**config.mk**
```make
export PLATFORM = sky130hd
export DESIGN_NAME = bfg_guard
export DESIGN_NICKNAME = d
export VERILOG_FILES = /design/src/shared/bfg_pkg.sv /design/src/rtl/bfg_guard.sv /design/src/rtl/bfg_lock_check.sv /design/src/rtl/bfg_section_map.sv
export VERILOG_INCLUDE_DIRS = /design/src /design/src/shared
export SDC_FILE = /design/constraint.sdc
export NUM_CORES = 1
export LEC_CHECK = 0
export BUFFER_PORTS_ARGS = -buffer_cell sky130_fd_sc_hd__buf_4
export CAP_MARGIN = 10
export CORE_UTILIZATION = 47
export CTS_CLUSTER_DIAMETER = 40
export DETAILED_ROUTE_END_ITERATION = 6
export GPL_TIMING_DRIVEN = 0
export PLACE_DENSITY = 0.8
export REMOVE_ABC_BUFFERS = 1
export SLEW_MARGIN = 25
export SYNTH_ARGS = -nofsm -noshare
export SYNTH_HDL_FRONTEND = slang
export SYNTH_SLANG_ARGS = --single-unit
export TNS_END_PERCENT = 30
```
**constraint.sdc**
```tcl
create_clock -name clk_in -period 2.35 [get_ports clk_in]
set_clock_uncertainty 0.15 [all_clocks]
set_input_delay 0 -clock clk_in [delete_from_list [all_inputs] [get_ports clk_in]]
set_output_delay 0 -clock clk_in [all_outputs]
set_load 0.05 [all_outputs]
```
**src/shared/bfg_regs.svh**
```systemverilog
/*
  constants of the boot flash self-program guard: command codes, lock layout,
  reset values and the store window count.
  assumes it is included by bare name before the package or inside modules.
*/
`ifndef BFG_REGS_SVH
`define BFG_REGS_SVH

// word address width of program flash
`define BFG_AW 14
// command codes held in the low bits of the self-program control word
`define BFG_CMD_W 5
`define BFG_CMD_BUF_LOAD 5'h01
`define BFG_CMD_ERASE 5'h03
`define BFG_CMD_WRITE 5'h05
`define BFG_CMD_LOCK_SET 5'h09
`define BFG_CMD_RW_ENABLE 5'h11
// lock bit positions inside the four-bit lock word
`define BFG_LOCK_APP_WR 0
`define BFG_LOCK_APP_RD 1
`define BFG_LOCK_BOOT_WR 2
`define BFG_LOCK_BOOT_RD 3
// all lock bits unprogrammed
`define BFG_LOCK_RST 4'hF
// cycles after the command write in which a store is still taken
`define BFG_SPM_WINDOW_CYC 3'h4
// reset value of the command word
`define BFG_CMD_RST 5'h00

`endif
```
**src/shared/bfg_pkg.sv**
```systemverilog
/*
  types of the boot flash self-program guard.
  assumes bfg_regs.svh supplies the widths.
*/
`include "bfg_regs.svh"

package bfg_pkg;

  // programming phase of the flash array
  typedef enum logic [1:0] {
    BFG_IDLE,
    BFG_BUSY_RWW,
    BFG_BUSY_HALTING_SECTION
  } bfg_phase_t;

  // operation handed to the flash array
  typedef enum logic [0:0] {
    BFG_OP_ERASE,
    BFG_OP_WRITE
  } bfg_op_t;

  // lock word, zero means programmed
  typedef struct packed {
    logic boot_read_protect_bit;
    logic boot_write_protect_bit;
    logic app_read_protect_bit;
    logic app_write_protect_bit;
  } bfg_lock_t;

  // request to the flash array
  typedef struct packed {
    logic start;
    bfg_op_t op;
    logic [`BFG_AW-1:0] page;
  } bfg_flash_req_t;

  // answer to a program-memory load
  typedef struct packed {
    logic ok;
    logic deny;
  } bfg_load_ans_t;

endpackage : bfg_pkg

```
**src/rtl/bfg_guard.sv**
```systemverilog
/*
  boot flash self-program guard: takes program-memory store and load
  requests from the core, applies section and lock checks, starts flash
  erase and write, stalls the core, keeps the busy flag and masks interrupts.
  assumes all inputs come from logic on clk_in; flash_done_in pulses once
  when the array finishes an erase or write.
*/
`include "bfg_regs.svh"

module bfg_guard #(
  parameter int AW = `BFG_AW
) (
  // clock and reset
  input wire logic clk_in,
  input wire logic rst_n_in,
  // fuses and vector placement
  input wire logic [1:0] boot_size_fuses_in,
  input wire logic boot_reset_fuse_in,
  input wire logic vectors_in_boot_in,
  // core execution state
  input wire logic [AW-1:0] exec_addr_in,
  // self-program control word write
  input wire logic cmd_wr_in,
  input wire logic [`BFG_CMD_W-1:0] cmd_data_in,
  // program-memory store
  input wire logic program_memory_store_in,
  input wire logic [AW-1:0] store_addr_in,
  input wire bfg_pkg::bfg_lock_t store_lock_data_in,
  // program-memory load
  input wire logic load_req_in,
  input wire logic [AW-1:0] load_addr_in,
  // flash array and lock storage
  input wire logic flash_done_in,
  input wire logic lock_load_in,
  input wire bfg_pkg::bfg_lock_t lock_nvm_in,
  input wire logic ext_lock_wr_in,
  input wire bfg_pkg::bfg_lock_t ext_lock_data_in,
  input wire logic chip_erase_in,
  // flash array requests
  output bfg_pkg::bfg_flash_req_t flash_req_out,
  output logic buf_load_out,
  output logic buf_clear_out,
  // core control and status
  output logic core_halt_out,
  output logic rw_section_busy_flag_out,
  output logic rww_read_block_out,
  output logic halting_section_read_block_out,
  output logic store_refused_out,
  output bfg_pkg::bfg_load_ans_t load_ans_out,
  output logic irq_mask_out,
  output bfg_pkg::bfg_lock_t lock_bits_out,
  output logic [AW-1:0] reset_vector_out
);

  // whole state of the block
  typedef struct packed {
    bfg_pkg::bfg_phase_t phase;          // array activity
    logic halt;                          // core stall, registered decode of the halting-section phase
    bfg_pkg::bfg_lock_t lock;            // boot lock pairs
    logic busy;                          // read-while-write busy flag
    logic [2:0] win_cnt;                 // store window left
    logic [`BFG_CMD_W-1:0] cmd;          // latched command
    bfg_pkg::bfg_flash_req_t req;        // pulse to the array
    logic buf_load;                      // page buffer write pulse
    logic buf_clear;                     // page buffer clear pulse
    logic refused;                       // store refused pulse
    bfg_pkg::bfg_load_ans_t load_ans;    // load answer pulse
    logic irq_mask;                      // interrupt mask level
    logic [AW-1:0] reset_vector;         // fetch address after reset
  } bfg_state_t;

  bfg_state_t s_reg;
  bfg_state_t s_next;

  // section decode of executing, store and load addresses
  logic exec_boot;
  logic store_boot;
  logic store_halting_section;
  logic load_boot;
  logic load_halting_section;
  logic [AW-1:0] boot_start;
  logic store_allow;
  logic load_allow;

  // executing address; also gives the boot start for the reset vector
  bfg_section_map #(.AW(AW)) u_map_exec (
    .addr_in(exec_addr_in),
    .boot_size_fuses_in(boot_size_fuses_in),
    .in_boot_out(exec_boot),
    .in_halting_section_out(),
    .boot_start_out(boot_start)
  );

  // store target
  bfg_section_map #(.AW(AW)) u_map_store (
    .addr_in(store_addr_in),
    .boot_size_fuses_in(boot_size_fuses_in),
    .in_boot_out(store_boot),
    .in_halting_section_out(store_halting_section),
    .boot_start_out()
  );

  // load target
  bfg_section_map #(.AW(AW)) u_map_load (
    .addr_in(load_addr_in),
    .boot_size_fuses_in(boot_size_fuses_in),
    .in_boot_out(load_boot),
    .in_halting_section_out(load_halting_section),
    .boot_start_out()
  );

  // store verdict; stores only ever run from boot code
  bfg_lock_check u_chk_store (
    .lock_in(s_reg.lock),
    .exec_in_boot_in(1'b1),
    .tgt_in_boot_in(store_boot),
    .is_load_in(1'b0),
    .allow_out(store_allow)
  );

  // load verdict
  bfg_lock_check u_chk_load (
    .lock_in(s_reg.lock),
    .exec_in_boot_in(exec_boot),
    .tgt_in_boot_in(load_boot),
    .is_load_in(1'b1),
    .allow_out(load_allow)
  );

  // next state
  always_comb begin
    s_next = s_reg;
    // pulses drop back unless raised below
    s_next.req.start = 1'b0;
    s_next.buf_load = 1'b0;
    s_next.buf_clear = 1'b0;
    s_next.refused = 1'b0;
    s_next.load_ans = '0;

    if (cmd_wr_in) begin
      s_next.cmd = cmd_data_in;
      s_next.win_cnt = `BFG_SPM_WINDOW_CYC;
    end else if (s_reg.win_cnt != 3'h0) begin
      s_next.win_cnt = s_reg.win_cnt - 3'h1;
    end

    // array finished: core resumes, busy flag stays for software
    if (s_reg.phase != bfg_pkg::BFG_IDLE && flash_done_in) begin
      s_next.phase = bfg_pkg::BFG_IDLE;
    end

    // store outside the window or with no command does nothing at all
    if (program_memory_store_in && s_reg.win_cnt != 3'h0 && !cmd_wr_in) begin
      s_next.win_cnt = 3'h0;
      if (!exec_boot) begin
        s_next.refused = 1'b1;
      end else if (s_reg.phase != bfg_pkg::BFG_IDLE) begin
        // one operation at a time; a second store is dropped
        s_next.refused = 1'b1;
      end else begin
        unique case (s_reg.cmd)
          `BFG_CMD_ERASE,
          `BFG_CMD_WRITE: begin
            if (store_allow) begin
              s_next.req.start = 1'b1;
              s_next.req.page = store_addr_in;
              s_next.req.op = (s_reg.cmd == `BFG_CMD_ERASE) ?
                bfg_pkg::BFG_OP_ERASE : bfg_pkg::BFG_OP_WRITE;
              s_next.phase = store_halting_section ? bfg_pkg::BFG_BUSY_HALTING_SECTION
                                        : bfg_pkg::BFG_BUSY_RWW;
              s_next.busy = 1'b1;
            end else begin
              s_next.refused = 1'b1;
            end
          end
          `BFG_CMD_BUF_LOAD: begin
            // page buffer fill, no array access
            s_next.buf_load = 1'b1;
          end
          `BFG_CMD_LOCK_SET: begin
            s_next.lock = s_reg.lock & store_lock_data_in;
          end
          `BFG_CMD_RW_ENABLE: begin
            s_next.busy = 1'b0;
            s_next.buf_clear = 1'b1;
          end
          default: begin
            // unknown code: store has no effect
            s_next.refused = 1'b1;
          end
        endcase
      end
    end

    // external programming may also program lock bits
    if (ext_lock_wr_in) begin
      s_next.lock = s_next.lock & ext_lock_data_in;
    end
    // lock storage copied in after reset release
    if (lock_load_in) begin
      s_next.lock = lock_nvm_in;
    end
    if (chip_erase_in) begin
      s_next.lock = `BFG_LOCK_RST;
    end

    // load answer; general locks never checked here
    if (load_req_in) begin
      if (s_reg.phase == bfg_pkg::BFG_BUSY_HALTING_SECTION ||
          (!load_halting_section && (s_reg.busy || s_reg.phase != bfg_pkg::BFG_IDLE)) ||
          !load_allow) begin
        s_next.load_ans.deny = 1'b1;
      end else begin
        s_next.load_ans.ok = 1'b1;
      end
    end

    s_next.irq_mask =
      (vectors_in_boot_in && !exec_boot && !s_reg.lock.app_read_protect_bit) ||
      (!vectors_in_boot_in && exec_boot && !s_reg.lock.boot_read_protect_bit);

    // halt held in a flop
    // decoded here so the stall output leaves the block with no logic after it
    s_next.halt = s_next.phase == bfg_pkg::BFG_BUSY_HALTING_SECTION;

    s_next.reset_vector = boot_reset_fuse_in ? '0 : boot_start;
  end

  // state register; locks start unprogrammed until storage is copied in
  always_ff @(posedge clk_in or negedge rst_n_in) begin
    if (!rst_n_in) begin
      s_reg.phase <= bfg_pkg::BFG_IDLE;
      s_reg.halt <= 1'b0;
      s_reg.lock <= `BFG_LOCK_RST;
      s_reg.busy <= 1'b0;
      s_reg.win_cnt <= 3'h0;
      s_reg.cmd <= `BFG_CMD_RST;
      s_reg.req <= '0;
      s_reg.buf_load <= 1'b0;
      s_reg.buf_clear <= 1'b0;
      s_reg.refused <= 1'b0;
      s_reg.load_ans <= '0;
      s_reg.irq_mask <= 1'b0;
      s_reg.reset_vector <= '0;
    end else begin
      s_reg <= s_next;
    end
  end

  // outputs straight from the state register
  assign flash_req_out = s_reg.req;
  assign buf_load_out = s_reg.buf_load;
  assign buf_clear_out = s_reg.buf_clear;
  assign core_halt_out = s_reg.halt;
  assign rw_section_busy_flag_out = s_reg.busy;
  assign rww_read_block_out = s_reg.busy;
  assign halting_section_read_block_out = s_reg.halt;
  assign store_refused_out = s_reg.refused;
  assign load_ans_out = s_reg.load_ans;
  assign irq_mask_out = s_reg.irq_mask;
  assign lock_bits_out = s_reg.lock;
  assign reset_vector_out = s_reg.reset_vector;

endmodule : bfg_guard

```
**src/rtl/bfg_lock_check.sv**
```systemverilog
/*
  lock check: decides whether a store or load is allowed by the two lock
  pairs, from where it executes and what it targets.
  assumes the caller already refused stores executed from the application.
*/
module bfg_lock_check (
  // access description
  input wire bfg_pkg::bfg_lock_t lock_in,
  input wire logic exec_in_boot_in,
  input wire logic tgt_in_boot_in,
  input wire logic is_load_in,
  // verdict
  output logic allow_out
);
  // only the boot lock pairs matter; general lock modes never enter here
  always_comb begin
    allow_out = 1'b1;
    if (!is_load_in) begin
      if (!tgt_in_boot_in && !lock_in.app_write_protect_bit) begin
        allow_out = 1'b0;
      end
      if (tgt_in_boot_in && !lock_in.boot_write_protect_bit) begin
        allow_out = 1'b0;
      end
    end else begin
      if (exec_in_boot_in && !tgt_in_boot_in && !lock_in.app_read_protect_bit) begin
        allow_out = 1'b0;
      end
      if (!exec_in_boot_in && tgt_in_boot_in && !lock_in.boot_read_protect_bit) begin
        allow_out = 1'b0;
      end
    end
  end
endmodule : bfg_lock_check

```
**src/rtl/bfg_section_map.sv**
```systemverilog
/*
  section map: tells whether a flash word address lies in the boot section
  and in the halting section, and where the boot section starts.
  assumes fuses are steady levels from the fuse block on the same clock.
*/
`include "bfg_regs.svh"

module bfg_section_map #(
  parameter int AW = `BFG_AW,
  parameter logic [AW-1:0] HALTING_SECTION_START = 14'h3800,
  parameter logic [AW:0] BOOT_W3 = 15'h0100,
  parameter logic [AW:0] BOOT_W2 = 15'h0200,
  parameter logic [AW:0] BOOT_W1 = 15'h0400,
  parameter logic [AW:0] BOOT_W0 = 15'h0800
) (
  // address and fuses
  input wire logic [AW-1:0] addr_in,
  input wire logic [1:0] boot_size_fuses_in,
  // decode
  output logic in_boot_out,
  output logic in_halting_section_out,
  output logic [AW-1:0] boot_start_out
);
  localparam logic [AW:0] FLASH_WORDS = (AW+1)'(1) << AW;
  logic [AW:0] size;
  logic [AW:0] raw_start;

  // boot size from the fuses, start counted down from the top
  always_comb begin
    unique case (boot_size_fuses_in)
      2'h3: size = BOOT_W3;
      2'h2: size = BOOT_W2;
      2'h1: size = BOOT_W1;
      2'h0: size = BOOT_W0;
    endcase
    raw_start = FLASH_WORDS - size;
    if (raw_start[AW-1:0] < HALTING_SECTION_START || raw_start[AW]) begin
      boot_start_out = HALTING_SECTION_START;
    end else begin
      boot_start_out = raw_start[AW-1:0];
    end
    in_boot_out = addr_in >= boot_start_out;
    in_halting_section_out = addr_in >= HALTING_SECTION_START;
  end
endmodule : bfg_section_map

```
# Word-level counts from Yosys, hierarchy flattened
# Cells that the tools add are included.
# op_classes
eq_ne	11
n_reduce_logical	39
magnitude_cmp	6
bitwise	3
n_addsub	2
n_mux	40
# op_table
cell	count
15-bit one-hot mux with 4 select lines	1
14-bit >= comparator	3
18-bit two-way mux	2
16-bit two-way mux	2
14-bit >= comparator (second input constant)	2
14-bit two-way mux	2
19-bit two-way mux	1
2-bit two-way mux	8
4-bit two-way mux	4
15-bit subtractor (first input constant)	1
1-bit logical AND	14
14-bit < comparator (second input constant)	1
1-bit two-way mux	13
1-bit zero test	11
5-bit two-way mux	2
5-bit AND reduction	2
4-bit bitwise AND	2
2-bit equality test (second input constant)	4
8-bit two-way mux	1
3-bit two-way mux	2
3-bit nonzero test	2
5-bit by 1-bit equality test with 1-bit output (second input constant)	1
5-bit by 2-bit equality test with 1-bit output (second input constant)	1
5-bit by 3-bit equality test with 1-bit output (second input constant)	1
12 further kinds	18
# word_totals
out_inout_bits	44
ff_bits	52
input_bits	72

# Longest topological paths before layout
# depth
depth_word	20
ltp_mapped	8

# By module
# From an unflattened synthesis, not the netlist that was laid out.
# hier_totals
cells_unflattened	328
area_unflattened_um2	3333.2
# modules_own_cells
module	instances	seq_area_each_um2	area_per_inst_um2	cells_each
bfg_guard	1	1306.3	2457.4	208
bfg_section_map	3	0.0	267.8	38
bfg_lock_check	2	0.0	36.3	3

# Least setup slack after synthesis
# Ideal clock, no wire load.
# synth_path
path_type	input port to flip-flop
startpoint	in boot_size_fuses_in[0]
endpoint	reg s_reg (netlist bit flash_req_out[0])
stages	8
required_ns	2.075
path_buffers	1
t_arrival_ns	1.737
setup_slack_ns	0.339
cell_sequence	and2_1 ha_1 nor4bb_1 nand4_1 and4_1 o211ai_1 buf_2 mux2_2
# synth_via
elab_chain_cells	12
# synth_lines
element	line	text
from (decl)	bfg_guard.sv:17	input wire logic [1:0] boot_size_fuses_in,
2-bit by 1-bit equality test with 1-bit output (tied with other cells)	bfg_section_map.sv:30	unique case (boot_size_fuses_in)
15-bit one-hot mux with 4 select lines *	bfg_section_map.sv:30	
15-bit subtractor *	bfg_section_map.sv:36	raw_start = FLASH_WORDS - size;
14-bit < comparator	bfg_section_map.sv:37	if (raw_start[AW-1:0] < HALTING_SECTION_START || raw_start[AW]) begin
1-bit logical OR	bfg_section_map.sv:37	
14-bit two-way mux *	bfg_section_map.sv:37	
14-bit >= comparator	bfg_section_map.sv:42	in_boot_out = addr_in >= boot_start_out;
1-bit zero test	bfg_lock_check.sv:19	if (!tgt_in_boot_in && !lock_in.app_write_protect_bit) begin
1-bit logical AND	bfg_lock_check.sv:19	
1-bit two-way mux	bfg_lock_check.sv:19	
1-bit two-way mux	bfg_lock_check.sv:22	if (tgt_in_boot_in && !lock_in.boot_write_protect_bit) begin
5-bit AND reduction (no source line) *	--	
to (signal assigned)	bfg_guard.sv:246	s_reg <= s_next;
to (decl)	bfg_guard.sv:72	bfg_state_t s_reg;
# Every way passes the cells marked *; elsewhere a longest branch is shown, timed or not. The select of a mux whose other input is x is not followed.
# A chain may end at the register's enable or synchronous reset.

# Worst setup path in the final report
# layout_path
startpoint	in store_addr_in[3]
endpoint	reg s_reg (netlist bit flash_req_out[2])
# layout_via
elab_chain_cells	6
# layout_lines
element	line	text
from (decl)	bfg_guard.sv:27	input wire logic [AW-1:0] store_addr_in,
14-bit >= comparator *	bfg_section_map.sv:42	
1-bit zero test	bfg_lock_check.sv:19	
1-bit logical AND	bfg_lock_check.sv:19	
1-bit two-way mux	bfg_lock_check.sv:19	
1-bit two-way mux *	bfg_lock_check.sv:22	
5-bit AND reduction (no source line) *	--	
# Every way passes the cells marked *; elsewhere a longest branch is shown, timed or not.

==> metrics.csv <==
stage,metric,value,unit
hold_path,holdCritPathClass,in -> reg,
logic_synthesis,syn_inst,238,
cts,clockBufferDepth,2,
logic_synthesis,synth-edff-count,0,
logic_synthesis,yosysSeqAreaShare,0.434,
detailed_routing,wl_per_cell,14.2,um
floorplan,die_w,75.6,um
floorplan,die_area,5720,um^2
global_route,track_usage,0.226,
final_layout,final_area,3830,um^2
setup_path,crit_path_max_fanout,8,
sta,post-route-min-period,2260,ps
cts,clk_pin_slew,70,ps
detailed_routing,wirelength,6370,um
run_status,status,"finished, final reports clean",
setup_path,cp-end-kind,flip-flop,
logic_synthesis,syn_avg_cell_area,10.7,um^2
power,peakVddDrop,392,uV
cts,worstSkewPairLatency,280,ps
final_layout,area_growth,50.3,%
sta,clock.fmax,0.442,GHz
detailed_routing,drtIter0Drc,79,
logic_synthesis,yosys_warnings,0,
setup_path,required,2370,ps
place,io_buffers,107,
floorplan,io_pins,116,
power,p_int,1340,uW
setup_path,arrival,2280,ps
floorplan,coreArea,5170,um^2
detailed_routing,antenna_left,0,
power,combinationalPowerShare,0.326,
logic_synthesis,synth_seq_cells,44,
sta,drv_slew,0,
setup_path,startpoint_type,primary input,
cts,cts_root_buf,clkbuf_8,
final_layout,drive_above_1_share,0.375,
global_route,grt_pass1_vias,2157,
detailed_routing,via_count,2201,
global_route,antenna_found_initial,0,
detailed_routing,dr.pass1.iters,4,
power,power.total,1970,uW
sta,holdWs,62.4,ps
power,swShare,0.319,
cts,cts_tree,done,
final_layout,num_antenna_cells,0,
power,p_sw,629,uW
floorplan,die_h,75.6,um
detailed_routing,drc,0,
sta,setup_viol_count_final,0,
final_layout,largest_reg_flops,16,
logic_synthesis,async_flop_share,1.00,
place,placed_area,3200,um^2
logic_synthesis,synth_ff_type,dfrtp_1,
cts,cts_made_buffers,5,
job,cap_violations,0,
final_layout,layoutNonFillerInstCount,449,
cts,htree_levels,2,
sta,fin_tns_setup,0,ps
place,dpl.cell_count,388,
sta,rsz0062_at_grt,false,
place,gp_congestion,0.762,
final_layout,multiInputGateArea,1130,um^2
final_layout,fin_nets,467,
place,hpwl,4260,um
floorplan,start_util,0.492,
detailed_routing,via_per_inst,4.90,
sta,slew-limit-headroom,0.634,
global_route,grt_pass1_wl,9540,um
logic_synthesis,synth_cell_type_count,43,
sta,finalCritPeriodShare,0.964,
sta,finalHoldViolCount,0,
final_layout,seq_area,1110,um^2
floorplan,row_count,26,
power,p_leak,0.00196,uW
final_layout,fillerInstances,358,
cts,cts.sink_count,44,
global_route,grt.overflow.total,0,
setup_path,path_class,in -> reg,
power,clkPwrFrac,0.238,
sta,worst_pin_slew,549,ps
power,power_density,515,nW/um^2
logic_synthesis,netlist_area,2550,um^2
power,p_seq_frac,0.436,
global_route,grt_max_degree,45,
## cells in the mapped netlist, drive strengths merged (2+ instances only)
cell / count / area [um^2]
nor2b: 3 / 18.8
a31oi: 5 / 31.3
inv: 15 / 56.3
ha: 17 / 213
nand2: 4 / 15.0
nand3: 3 / 15.0
o22ai: 2 / 12.5
a21o: 2 / 15.0
and4: 4 / 35.0
o31a: 2 / 17.5
and2: 2 / 12.5
nand3b: 5 / 37.5
nand4: 4 / 25.0
nor4: 10 / 68.8
nand2b: 6 / 37.5
a211oi: 2 / 15.0
nor2: 10 / 37.5
dfstp: 4 / 105
o31ai: 2 / 15.0
buf: 41 / 303
dfrtp: 40 / 1000
o21ai: 9 / 45.0
mux2i: 3 / 30.0
and3: 4 / 25.0
mux2: 19 / 214
a21oi: 5 / 25.0
## final timing paths
kind                             startpoint                to  slack, ps  cells past startpoint
setup / recovery           store_addr_in[3]  flash_req_out[2]         90                      9
hold / removal             load_addr_in[12]   load_ans_out[1]         60                      5
setup reg to reg                  s_reg[37]  flash_req_out[2]        130                      7
hold reg to reg            flash_req_out[5]  flash_req_out[5]        360                      1
max in group asynchronous          rst_n_in  flash_req_out[5]       1570                      2
min in group asynchronous          rst_n_in      buf_load_out         90                      2
## layer usage
metal	GRT usage	share of wire	up-vias
li1	-	-	1076
met4	0.0556	0.010	0
met5	0	0	-
met2	0.420	0.53	79
met1	0.261	0.40	1040
met3	0.0569	0.054	6
## cell families after synthesis
kind of cell	count (synthesis)	share of synthesized area
AO/OA/AOI/OAI	33	0.0816
XOR/XNOR	1	0.00344
adder cells (fa/ha/maj)	17	0.0835
buffers and inverters	57	0.143
flip-flops	44	0.434
multiplexers	22	0.0958
other	1	0.00147
AND/OR/NAND/NOR	63	0.157
## timing repair
action                                  CTS  global route
gates resized for setup                   0             0
endpoints found under the setup margin   13             7
buffers inserted                          1             1
hold buffers                             51             0
pin swaps                                 1             1
endpoints found under the hold margin    82             0
## stage by stage
stage / util / setup slack (ps)
6_report: 0.740 / 85.7
5_1_grt: 0.740 / 41.4
4_1_cts: 0.736 / 37.4
3_5_place_dp: 0.618 / -571
3_3_place_gp: 0.615 / -1060
2_1_floorplan: - / -309
## power by group through the flow
stage | logic [uW] | clock network (uW) | registers, uW
floorplan | 165 | 0 | 1040
global route | 688 | 518 | 868
finish | 642 | 468 | 860
CTS | 634 | 489 | 858
detailed placement | 563 | 0 | 872
global placement | 552 | 0 | 870
## area by class of cell
class	instances	share of cell area
Multi-Input combinational cell	150	0.294
Timing Repair Buffer	162	0.355
Tap cell	70	0.0229
Sequential cell	44	0.289
Inverter	15	0.0147
Clock buffer	8	0.0235
## worst max-delay path: stages
cell and delay (ps):
dlygate4sd3_1 540, buf_4 140, nor4_1 220, nand4_1 200, and4_1 250, o211ai_1 270
buf_4 190, buf_6 130, mux2_2 340
## cell usage in the layout (no fill, tap or decap), types with 2 or more instances in the layout
| master | count |
|---|---|
| nand4_1 | 4 |
| buf_4 | 109 |
| dfrtp_1 | 40 |
| nand2b_1 | 6 |
| dlygate4sd3_1 | 51 |
| ha_1 | 17 |
| a31oi_1 | 5 |
| nor2_1 | 10 |
| a21o_1 | 2 |
| nor2b_1 | 3 |
| dfstp_2 | 4 |
| and2_1 | 2 |
| and3_1 | 4 |
| nand3b_1 | 5 |
| o31ai_1 | 2 |
| o22ai_1 | 2 |
| a211oi_1 | 2 |
| and4_1 | 4 |
| clkbuf_8 | 6 |
| o31a_1 | 2 |
| nor4_1 | 9 |
| nand3_1 | 3 |
| o21ai_0 | 9 |
| clkbuf_1 | 2 |
| a21oi_1 | 5 |
| mux2i_1 | 3 |
| nand2_1 | 4 |
| mux2_2 | 19 |
| conb_1 | 14 |
| inv_1 | 15 |
(Power assumes the default switching activity.)
